--- src/psid_lane.sv ---
/*
 * Package of shared constants for the packed SIMD integer datapath, and the
 * single-lane add/subtract cell that applies the wraparound or saturation policy.
 * Assumes the cell is purely combinational and sits inside a clocked datapath.
 */
`timescale 1ns/1ps

package psid_pkg;
	localparam int PSID_NREGS = 8;
	localparam int PSID_IDX_W = 3;
	localparam int PSID_DATA_W = 64;
	localparam int PSID_HALF_W = 32;
	localparam int PSID_BYTE_W = 8;
	localparam int PSID_WORD_W = 16;
	localparam int PSID_DWORD_W = 32;
	localparam int PSID_NBYTES = 8;
	localparam int PSID_NWORDS = 4;
	localparam int PSID_NDWORDS = 2;
	// Saturation limits
	localparam logic [7:0] PSID_SB_MIN = 8'h80;
	localparam logic [7:0] PSID_SB_MAX = 8'h7F;
	localparam logic [7:0] PSID_UB_MIN = 8'h00;
	localparam logic [7:0] PSID_UB_MAX = 8'hFF;
	localparam logic [15:0] PSID_SW_MIN = 16'h8000;
	localparam logic [15:0] PSID_SW_MAX = 16'h7FFF;
	localparam logic [15:0] PSID_UW_MIN = 16'h0000;
	localparam logic [15:0] PSID_UW_MAX = 16'hFFFF;
	// Doubleword lanes never saturate; these limits are never selected
	localparam logic [31:0] PSID_SD_MIN = 32'h8000_0000;
	localparam logic [31:0] PSID_SD_MAX = 32'h7FFF_FFFF;
	localparam logic [31:0] PSID_UD_MIN = 32'h0000_0000;
	localparam logic [31:0] PSID_UD_MAX = 32'hFFFF_FFFF;
	localparam logic [7:0] PSID_BE_FULL = 8'hFF;
	localparam logic [7:0] PSID_BE_LOW = 8'h0F;

	typedef enum logic [3:0] {
		PSID_OP_NOP = 4'h0,
		PSID_OP_ADD = 4'h1,
		PSID_OP_SUB = 4'h2,
		PSID_OP_AND = 4'h3,
		PSID_OP_ANDN = 4'h4,
		PSID_OP_OR = 4'h5,
		PSID_OP_XOR = 4'h6,
		PSID_OP_MOVQ_RR = 4'h7,
		PSID_OP_LOAD64 = 4'h8,
		PSID_OP_LOAD32 = 4'h9,
		PSID_OP_STORE64 = 4'hA,
		PSID_OP_STORE32 = 4'hB,
		PSID_OP_FROM_GP = 4'hC,
		PSID_OP_TO_GP = 4'hD,
		PSID_OP_UNPK_LO = 4'hE,
		PSID_OP_UNPK_HI = 4'hF
	} psid_op_t;

	typedef enum logic [1:0] {
		PSID_SZ_B = 2'h0,
		PSID_SZ_W = 2'h1,
		PSID_SZ_D = 2'h2
	} psid_size_t;

	typedef enum logic [1:0] {
		PSID_MODE_WRAP = 2'h0,
		PSID_MODE_SSAT = 2'h1,
		PSID_MODE_USAT = 2'h2
	} psid_mode_t;
endpackage

module psid_lane #(
	parameter int W = 8,
	parameter logic [W-1:0] SMIN = '0,
	parameter logic [W-1:0] SMAX = '0,
	parameter logic [W-1:0] UMIN = '0,
	parameter logic [W-1:0] UMAX = '0
) (
	input wire logic [W-1:0] a,
	input wire logic [W-1:0] b,
	input wire logic sub,
	input wire psid_pkg::psid_mode_t mode,
	output logic [W-1:0] y
);
	logic [W+1:0] ssum;
	logic [W+1:0] usum;
	logic s_ovf;

	// Two guard bits keep the true result of this lane only
	always_comb begin
		if (sub) begin
			ssum = {a[W-1], a[W-1], a} - {b[W-1], b[W-1], b};
			usum = {2'b00, a} - {2'b00, b};
		end else begin
			ssum = {a[W-1], a[W-1], a} + {b[W-1], b[W-1], b};
			usum = {2'b00, a} + {2'b00, b};
		end
		s_ovf = (ssum[W+1] != ssum[W-1]);
		y = ssum[W-1:0];
		case (mode)
			psid_pkg::PSID_MODE_SSAT: begin
				if (s_ovf) begin
					y = ssum[W+1] ? SMIN : SMAX;
				end
			end
			psid_pkg::PSID_MODE_USAT: begin
				if (usum[W+1]) begin
					y = UMIN;
				end else if (usum[W]) begin
					y = UMAX;
				end
			end
			default: begin
			end
		endcase
	end
endmodule

--- src/psid_datapath.sv ---
/*
 * Packed SIMD integer datapath: eight 64-bit packed registers shared with the
 * floating-point data stack, lane-wise arithmetic and logic, moves and unpacks.
 * Assumes issue and load/store logic present one operation per cycle, in step
 * with clk, and that the floating-point unit reaches the same storage here.
 */
// Summary of operation
// - Eight 64-bit packed registers for operands, results
// - Register bits equal memory quadword bits exactly
// - Full 64-bit access for quad moves, arithmetic
// - 32-bit access for doubleword moves, some unpacks
// - Packed registers alias floating-point stack slots
// - Registers viewed as bytes, words or doublewords
// - Quad moves carry whole 64-bit block unchanged
// - Same operation applied to every lane together
// - Memory layout little endian, low byte first
// - Wraparound keeps only low lane bits
// - Signed word saturation clamps to word limits
// - Signed byte saturation clamps to byte limits
// - Unsigned byte saturation gives all-ones or zero
// - Unsigned word saturation clamps zero to all-ones
// - No exceptions, no condition flag updates
// - Signed saturating word add writes four words
// - Registers indexed zero through seven
// - Saturation for bytes, words; wrap for all
`timescale 1ns/1ps

module psid_datapath (
	input wire logic clk,
	input wire logic resetn,
	input wire logic op_valid,
	input wire psid_pkg::psid_op_t op_code,
	input wire psid_pkg::psid_size_t op_size,
	input wire psid_pkg::psid_mode_t op_mode,
	input wire logic [2:0] op_dst,
	input wire logic [2:0] op_src,
	input wire logic [63:0] mem_rdata,
	input wire logic [31:0] gp_wdata,
	input wire logic fpu_wr_en,
	input wire logic [2:0] fpu_wr_idx,
	input wire logic [63:0] fpu_wr_data,
	input wire logic [2:0] fpu_rd_idx,
	output logic res_valid_r,
	output logic [63:0] res_data_r,
	output logic mem_wvalid_r,
	output logic [63:0] mem_wdata_r,
	output logic [7:0] mem_wbe_r,
	output logic gp_rvalid_r,
	output logic [31:0] gp_rdata_r,
	output logic [63:0] fpu_rd_data_r,
	output logic condition_flag_register_we_r,
	output logic exception_r
);
	localparam int NB = psid_pkg::PSID_NBYTES;
	localparam int NW = psid_pkg::PSID_NWORDS;
	localparam int ND = psid_pkg::PSID_NDWORDS;
	localparam int BW = psid_pkg::PSID_BYTE_W;
	localparam int WW = psid_pkg::PSID_WORD_W;
	localparam int DW = psid_pkg::PSID_DWORD_W;
	localparam int HW = psid_pkg::PSID_HALF_W;

	// ------------------------------------------------------------
	// Storage
	// ------------------------------------------------------------
	// Index 0 is packed_reg_first / fpu_stack_slot_first, 7 the last
	logic [63:0] regs_r [psid_pkg::PSID_NREGS];
	logic [63:0] dst_val;
	logic [63:0] src_val;
	logic [63:0] wr_data;
	logic wr_en;

	assign dst_val = regs_r[op_dst];
	assign src_val = regs_r[op_src];

	// ------------------------------------------------------------
	// Lane arithmetic
	// ------------------------------------------------------------
	logic [63:0] sum_b;
	logic [63:0] sum_w;
	logic [63:0] sum_d;
	logic is_sub;
	psid_pkg::psid_mode_t sat_mode;

	assign is_sub = (op_code == psid_pkg::PSID_OP_SUB);
	assign sat_mode = op_mode;

	// One cell per lane; no carry path joins them
	genvar g;
	generate
		for (g = 0; g < NB; g++) begin : g_byte
			psid_lane #(
				.W(BW),
				.SMIN(psid_pkg::PSID_SB_MIN),
				.SMAX(psid_pkg::PSID_SB_MAX),
				.UMIN(psid_pkg::PSID_UB_MIN),
				.UMAX(psid_pkg::PSID_UB_MAX)
			) u_lane (
				.a(dst_val[g*BW +: BW]),
				.b(src_val[g*BW +: BW]),
				.sub(is_sub),
				.mode(sat_mode),
				.y(sum_b[g*BW +: BW])
			);
		end
		for (g = 0; g < NW; g++) begin : g_word
			psid_lane #(
				.W(WW),
				.SMIN(psid_pkg::PSID_SW_MIN),
				.SMAX(psid_pkg::PSID_SW_MAX),
				.UMIN(psid_pkg::PSID_UW_MIN),
				.UMAX(psid_pkg::PSID_UW_MAX)
			) u_lane (
				.a(dst_val[g*WW +: WW]),
				.b(src_val[g*WW +: WW]),
				.sub(is_sub),
				.mode(sat_mode),
				.y(sum_w[g*WW +: WW])
			);
		end
		for (g = 0; g < ND; g++) begin : g_dword
			// Doubleword lanes only wrap
			psid_lane #(
				.W(DW),
				.SMIN(psid_pkg::PSID_SD_MIN),
				.SMAX(psid_pkg::PSID_SD_MAX),
				.UMIN(psid_pkg::PSID_UD_MIN),
				.UMAX(psid_pkg::PSID_UD_MAX)
			) u_lane (
				.a(dst_val[g*DW +: DW]),
				.b(src_val[g*DW +: DW]),
				.sub(is_sub),
				.mode(psid_pkg::PSID_MODE_WRAP),
				.y(sum_d[g*DW +: DW])
			);
		end
	endgenerate

	// ------------------------------------------------------------
	// Unpack: interleave low or high halves of both operands
	// ------------------------------------------------------------
	function automatic logic [63:0] psid_unpack(input logic [63:0] d, input logic [63:0] s,
		input logic hi, input psid_pkg::psid_size_t sz);
		logic [31:0] dh;
		logic [31:0] sh;
		logic [63:0] r;
		dh = hi ? d[63:32] : d[31:0];
		sh = hi ? s[63:32] : s[31:0];
		r = '0;
		case (sz)
			psid_pkg::PSID_SZ_B: begin
				for (int k = 0; k < NB / 2; k++) begin
					r[2*k*BW +: BW] = dh[k*BW +: BW];
					r[(2*k+1)*BW +: BW] = sh[k*BW +: BW];
				end
			end
			psid_pkg::PSID_SZ_W: begin
				for (int k = 0; k < NW / 2; k++) begin
					r[2*k*WW +: WW] = dh[k*WW +: WW];
					r[(2*k+1)*WW +: WW] = sh[k*WW +: WW];
				end
			end
			default: begin
				r = {sh, dh};
			end
		endcase
		return r;
	endfunction

	// ------------------------------------------------------------
	// Result select
	// ------------------------------------------------------------
	always_comb begin
		wr_en = op_valid;
		wr_data = dst_val;
		case (op_code)
			psid_pkg::PSID_OP_ADD, psid_pkg::PSID_OP_SUB: begin
				case (op_size)
					psid_pkg::PSID_SZ_B: wr_data = sum_b;
					psid_pkg::PSID_SZ_W: wr_data = sum_w;
					default: wr_data = sum_d;
				endcase
			end
			psid_pkg::PSID_OP_AND: wr_data = dst_val & src_val;
			psid_pkg::PSID_OP_ANDN: wr_data = ~dst_val & src_val;
			psid_pkg::PSID_OP_OR: wr_data = dst_val | src_val;
			psid_pkg::PSID_OP_XOR: wr_data = dst_val ^ src_val;
			psid_pkg::PSID_OP_MOVQ_RR: wr_data = src_val;
			psid_pkg::PSID_OP_LOAD64: wr_data = mem_rdata;
			psid_pkg::PSID_OP_LOAD32: wr_data = {{HW{1'b0}}, mem_rdata[HW-1:0]};
			psid_pkg::PSID_OP_FROM_GP: wr_data = {{HW{1'b0}}, gp_wdata};
			psid_pkg::PSID_OP_UNPK_LO: wr_data = psid_unpack(dst_val, src_val, 1'b0, op_size);
			psid_pkg::PSID_OP_UNPK_HI: wr_data = psid_unpack(dst_val, src_val, 1'b1, op_size);
			default: wr_en = 1'b0;
		endcase
	end

	// ------------------------------------------------------------
	// Register file with floating-point alias port
	// ------------------------------------------------------------
	// A datapath write beats a floating-point write to the same slot
	always_ff @(posedge clk or negedge resetn) begin
		if (!resetn) begin
			for (int i = 0; i < psid_pkg::PSID_NREGS; i++) begin
				regs_r[i] <= '0;
			end
		end else begin
			for (int i = 0; i < psid_pkg::PSID_NREGS; i++) begin
				if (wr_en && op_dst == 3'(i)) begin
					regs_r[i] <= wr_data;
				end else if (fpu_wr_en && fpu_wr_idx == 3'(i)) begin
					regs_r[i] <= fpu_wr_data;
				end
			end
		end
	end

	always_ff @(posedge clk or negedge resetn) begin
		if (!resetn) begin
			fpu_rd_data_r <= '0;
		end else begin
			fpu_rd_data_r <= regs_r[fpu_rd_idx];
		end
	end

	always_ff @(posedge clk or negedge resetn) begin
		if (!resetn) begin
			res_valid_r <= 1'b0;
			res_data_r <= '0;
		end else begin
			res_valid_r <= wr_en;
			res_data_r <= wr_data;
		end
	end

	// ------------------------------------------------------------
	// Store and general-purpose read ports
	// ------------------------------------------------------------
	// Byte k of mem_wdata_r belongs at the base address plus k
	always_ff @(posedge clk or negedge resetn) begin
		if (!resetn) begin
			mem_wvalid_r <= 1'b0;
			mem_wdata_r <= '0;
			mem_wbe_r <= '0;
		end else begin
			mem_wvalid_r <= op_valid && (op_code == psid_pkg::PSID_OP_STORE64 ||
				op_code == psid_pkg::PSID_OP_STORE32);
			if (op_valid && op_code == psid_pkg::PSID_OP_STORE64) begin
				mem_wdata_r <= src_val;
				mem_wbe_r <= psid_pkg::PSID_BE_FULL;
			end else if (op_valid && op_code == psid_pkg::PSID_OP_STORE32) begin
				mem_wdata_r <= {{HW{1'b0}}, src_val[HW-1:0]};
				mem_wbe_r <= psid_pkg::PSID_BE_LOW;
			end
		end
	end

	always_ff @(posedge clk or negedge resetn) begin
		if (!resetn) begin
			gp_rvalid_r <= 1'b0;
			gp_rdata_r <= '0;
		end else begin
			gp_rvalid_r <= op_valid && op_code == psid_pkg::PSID_OP_TO_GP;
			if (op_valid && op_code == psid_pkg::PSID_OP_TO_GP) begin
				gp_rdata_r <= src_val[HW-1:0];
			end
		end
	end

	// Overflow is silent: these stay low so the core never sees a flag or trap
	always_ff @(posedge clk or negedge resetn) begin
		if (!resetn) begin
			condition_flag_register_we_r <= 1'b0;
			exception_r <= 1'b0;
		end else begin
			condition_flag_register_we_r <= 1'b0;
			exception_r <= 1'b0;
		end
	end

	logic is_wadd_ss;
	logic is_badd_wrap;
	logic is_bsub_us;
	assign is_wadd_ss = op_valid && op_code == psid_pkg::PSID_OP_ADD &&
		op_size == psid_pkg::PSID_SZ_W && op_mode == psid_pkg::PSID_MODE_SSAT;
	assign is_badd_wrap = op_valid && op_code == psid_pkg::PSID_OP_ADD &&
		op_size == psid_pkg::PSID_SZ_B && op_mode == psid_pkg::PSID_MODE_WRAP;
	assign is_bsub_us = op_valid && op_code == psid_pkg::PSID_OP_SUB &&
		op_size == psid_pkg::PSID_SZ_B && op_mode == psid_pkg::PSID_MODE_USAT;

	logic [15:0] w3_sum;
	assign w3_sum = dst_val[63:48] + src_val[63:48];
endmodule

--- config.mk ---
export PLATFORM = sky130hd
export DESIGN_NAME = psid_datapath
export DESIGN_NICKNAME = d
export VERILOG_FILES = /design/src/psid_lane.sv /design/src/psid_datapath.sv
export SDC_FILE = /design/constraint.sdc
export NUM_CORES = 2
export LEC_CHECK = 0
export BUFFER_PORTS_ARGS = -buffer_cell sky130_fd_sc_hd__buf_4
export CAP_MARGIN = 20
export CORE_MARGIN = 1
export CORE_UTILIZATION = 65
export DETAILED_ROUTE_END_ITERATION = 10
export MAX_ROUTING_LAYER = met4
export PLACE_DENSITY = 0.95
export RECOVER_POWER = 50
export SYNTH_ARGS = -nofsm -noshare
export SYNTH_HDL_FRONTEND = slang
export SYNTH_SLANG_ARGS = --single-unit
export TNS_END_PERCENT = 10
--- constraint.sdc ---
create_clock -name clk -period 19.51 [get_ports clk]
set_clock_uncertainty 0.15 [all_clocks]
set_input_delay 2.9265 -clock clk [delete_from_list [all_inputs] [get_ports clk]]
set_output_delay 2.9265 -clock clk [all_outputs]
set_load 0.005 [all_outputs]
==> results.md, run 1 <==
* Ports at 421
* Die H at 315 um
* Cells after Synth at 6787
* Synth async-reset ratio at 100%
* Remaining global-route overflow at 99
* Synth cell types at 108
* Seq/Total Area, Yosys at 29.1%
* FP Rows at 114
* Die Span X at 315 um
* GP Congestion at 1.15
* Port Buf Inserts at 418
* First Err: [ERROR GRT-0232] Routing congestion too high. Check the congestion heatmap in the GUI.
* Clock Tree Buf Depth at 3
* Top post-synthesis cells by area: dfrtp_1 29%, mux4_2 14%, ha_1 6.7%, mux2_2 5.1%, o21ai_0 4.8%
* Status: did not finish
* Synth Warn # at 0
* CTS Hold Bufs at 0
* Synth Flop Type: dfrtp_1
* Syn_area_per_cell at 9.38 um2
* Failed at: 5_1_grt
* TritonCTS Buffers at 81
* Post-synth EDFFs at 0
* Initial antenna violation count at 47
* Cts repair resizes at 0
* Initial core utilization at 65.7%
* Largest net degree at the start of global routing at 166
* Mapped Area at 0.0636 mm2
* Setup Buffers After CTS at 0
* #FFs+latches synth at 741
* Root Buffer: clkbuf_16
* Gr usage total at 75.4%
* Post-synth top area share at 29.1%
* Hpwl dp at 206000 um
* Synth area leader: dfrtp_1
* TritonCTS Sinks at 741
* H-tree depth at 3
## per-layer routing
layer  global-route usage [%]  GRT overflow
met1                     77.0             7
met3                     59.6            16
met5                        -             -
met4                     66.1            40
met2                     89.8            36
## stage by stage
| stage | instances | util, % | hold slack, ns | setup WS, ns | instance area, um2 |
|---|---|---|---|---|---|
| after global placement | 8186 | 70.4 | 0.313 | 7.01 | 68100 |
| after CTS | 8336 | 73.1 | 0.334 | 7.73 | 70800 |
| after detailed placement | 8194 | 70.4 | 0.322 | 7.12 | 68200 |
| after floorplan | 6788 | - | 0.323 | 9.37 | 63600 |
## cells by family after synthesis
| family | count (synthesis) | synth area share (%) |
|---|---|---|
| flops | 741 | 29.1 |
| simple gates | 1689 | 12.3 |
| buf+inv | 747 | 4.71 |
| xor+xnor | 231 | 3.27 |
| fa+ha+maj | 350 | 6.98 |
| other cells | 1 | 0.00589 |
| compound gates | 2125 | 20.9 |
| mux | 903 | 22.7 |
## cell usage after synthesis, types with 22 or more instances
master	n
nand2b_1	46
o21a_1	39
o21ai_0	604
nand4_1	25
a221oi_1	42
mux2i_1	204
o211ai_1	58
nor3_1	133
nand3_1	51
a211oi_1	253
mux4_2	382
a31oi_1	61
inv_1	237
nand2_1	674
a22oi_1	42
a21o_1	85
buf_2	53
mux2_2	288
o2111ai_1	30
a21oi_1	581
xnor2_1	180
dfrtp_1	741
nor2_1	382
o21bai_1	25
clkbuf_1	361
buf_1	61
nor2b_1	232
o21ai_1	32
ha_1	342
o221ai_1	22
o31ai_1	24
a2111oi_0	25
xor2_1	47
and2_1	22
o22ai_1	41
==> run 2, diff against run 1 <==
Settings changed: CORE_UTILIZATION 65 to 40, MAX_ROUTING_LAYER met4 to not set, PLACE_DENSITY 0.95 to not set, PLACE_DENSITY_LB_ADDON set to 0.15.
==> run 2 against run 1 <==
The flow now finishes, with violations (capacitance limit, slew limit). Synthesized cell count unchanged. Synthesized area unchanged.
==> results.md, run 2 <==
* Slowest cell on crit path: clkbuf_1
* CP top delay family: buffers and inverters
* Die H at 401 um (+27%)
* Setup Buffers After CTS at 0 (unchanged)
* Status: finished, violations left
* Final Hold Viols at 0
* Critical Path RT at 20.18 ns
* Initial core utilization at 40.2% (-25 points)
* Commonest non-fill, non-tap cell in the layout: dfrtp_1
* Synth Warn # at 0 (unchanged)
* Max cap viols at 15
* Root Buffer: clkbuf_16
* Starting DRT DRC Count at 7953
* Syn_area_per_cell at 9.38 um2 (unchanged)
* Die Area at 0.161 mm2
* Crit path depth at 5
* Fin area at 0.0726 mm2
* Register-to-Register Setup Slack at 10.68 ns
* H-tree depth at 3 (unchanged)
* Remaining global-route overflow at 0
* Final WL at 303000 um
* Cell leakage power at 0.0308 uW
* Slew Viols, Final at 847
* Top post-synthesis cells by area: dfrtp_1 29%, mux4_2 14%, ha_1 6.7%, mux2_2 5.1%, o21ai_0 4.8%
* Max rail drop VDD at 92.4 uV
* TritonCTS Sinks at 741 (unchanged)
* Worst-case reg-to-reg path depth at 21
* Worst hold slack at 0.327 ns
* Via count at 60700
* Initial antenna violation count at 25
* Worst Setup End Kind: asynchronous set/reset pin
* Antenna viol nets, final at 0
* Synth area leader: dfrtp_1
* Via-per-instance ratio at 6.61
* Die Span X at 401 um (+27%)
* Most frequent cells in the layout: 741 x dfrtp_1, 670 x nand2_1, 604 x o21ai_0, 581 x a21oi_1, 393 x buf_4
* Seq/Total Area, Yosys at 29.1% (unchanged)
* DRC viols at 0
* Cts repair resizes at 0 (unchanged)
* Hpwl dp at 213000 um (+3.3%)
* Worst-path cell chain: clkbuf_1, clkbuf_1, clkbuf_1, buf_4, buf_4
* Synth async-reset ratio at 100% (unchanged)
* Largest net degree at the start of global routing at 116
* Max Clock Freq at 75.3 MHz
* CTS Hold Bufs at 0 (unchanged)
* Layout cells sized above 1 at 21.5%
* CP startpoint kind: input port
* Most frequent CP cell: clkbuf_1
* Power Dens Cells at 153 mW/mm2
* Port Buf Inserts at 418 (unchanged)
* Synth-to-Final Area Change at 14.0%
* TritonRoute pass-1 iters at 7
* Hold endpoint: mem_wdata_r[56]
* Post-synth top area share at 29.1% (unchanged)
* Latest clock arrival within the worst-skew pair at 0.76 ns
* Gr usage total at 36.7%
* #FFs+latches synth at 741 (unchanged)
* Max reg flops at 512
* Slew margin rel. at -265%
* Nets at 7580
* Min-delay worst type: reg2reg
* Ports at 421 (unchanged)
* Worst-Margin Slew at 5.48 ns
* Fill count at 15300
* CTS tree: yes
* Post-route setup TNS at 0 ns
* First-pass GRT wire length at 429000 um
* Failing checks: capacitance limit, slew limit
* FP Rows at 146 (+28%)
* Hold_sp: mem_wdata_r[56]
* Cell Area, Placed at 0.0695 mm2 (+1.9%)
* Most numerous cell in the Yosys netlist: dfrtp_1
* RSZ-0062 raised after global routing: no
* Arrival @ worst endpoint at 13.95 ns
* Vias in the first global route at 57200
* Crit-path max FO at 83
* R2R Path End: regs_r[74]
* Clock transition at path regs at 0.06 ns
* Crit Path Category: in2async
* Reg-to-Reg Start: regs_r[2]
* Cells after Synth at 6787 (unchanged)
* Core area at 0.158 mm2
* Post-synth EDFFs at 0 (unchanged)
* Synth Flop Type: dfrtp_1
* GP Congestion at 1.06 (-8.5%)
* Cells on Worst Hold Path at 2
* Clock Tree Buf Depth at 3 (unchanged)
* Max incr delay on CP at 3.25 ns
* Fin crit period at 13.28 ns
* TritonCTS Buffers at 91 (+12%)
* Detailed-route wire length per cell at 33.0 um
* Mapped Area at 0.0636 mm2 (unchanged)
* Synth cell types at 108 (unchanged)
* WP buf/inv at 5
* Setup violations, final at 0
* Tcrit/Tclk final at 68.0%
* Most instantiated cells after synthesis: 741 x dfrtp_1, 674 x nand2_1, 604 x o21ai_0, 581 x a21oi_1
* Biggest register: regs_r
* Util after Layout at 45.9%
[run 2: cell counts after synthesis]
Identical to the previous run, type by type.
[run 2: final cells by class]
| cell class | instances | area (um2) | area share (%) |
|---|---|---|---|
| inverters | 250 | 938 | 1.29 |
| well taps | 2072 | 2590 | 3.57 |
| clock buffers | 132 | 2730 | 3.77 |
| multi-input cells | 5300 | 42400 | 58.4 |
| repair buffers | 662 | 4860 | 6.70 |
| clock inverters | 33 | 538 | 0.741 |
| diodes | 4 | 10.0 | 0.0138 |
| flip-flops and latches | 741 | 18500 | 25.6 |
[run 2: how the worst max path moves through the flow]
stage                    from     endpoint
global route           resetn   regs_r[62]
CTS                 op_src[1]   regs_r[74]
floorplan           op_src[2]  regs_r[152]
detailed placement  op_src[1]   regs_r[74]
global placement    op_src[0]  regs_r[444]
finish                 resetn  regs_r[312]
[run 2: cell families after synthesis]
| family | after synthesis | synth area share (%) |
|---|---|---|
| AOI/OAI and AO/OA | 2125 | 20.9 |
| and+or+nand+nor | 1689 | 12.3 |
| muxes | 903 | 22.7 |
| buffers and inverters | 747 | 4.71 |
| DFF | 741 | 29.1 |
| adders and majority gates | 350 | 6.98 |
| xor gates and xnor gates | 231 | 3.27 |
| other | 1 | 0.00589 |
[run 2: worst min-delay path, delay by kind of cell, from the launching register on]
| kind | cells | cell delay [ns] |
|---|---|---|
| AND/OR/NAND/NOR | 1 | 0.05 |
| AO/OA/AOI/OAI | 1 | 0.06 |
| flip-flops | 1 | 0.34 |
[run 2: per-stage QoR]
| stage | worst slack, ns | power (uW) | std cells |
|---|---|---|---|
| after floorplan | 9.37 | 6520 | 6788 |
| after global placement | 7.25 | 8940 | 9008 |
| after detailed placement | 7.43 | 9000 | 9016 |
| after CTS | 8.18 | 10900 | 9181 |
| after global routing | 4.12 | 11700 | 9191 |
| final | 6.23 | 11100 | 9194 |
[run 2: per-layer routing]
metal | up-vias | share of wire (%) | global-route usage [%]
met5 | - | 0.050 | 0
met2 | 3672 | 42 | 53.1
met4 | 26 | 5.3 | 17.5
met3 | 815 | 12 | 11.5
li1 | 25800 | - | -
met1 | 30500 | 40 | 49.7
[run 2: report_power, final]
group	leakage [uW]	internal (uW)	total, uW	switching [uW]
combinational	0.0202	2620	6720	4100
clock	0.00158	1100	1880	778
sequential	0.00902	2020	2470	450
Power figures use the tool's default switching activity.
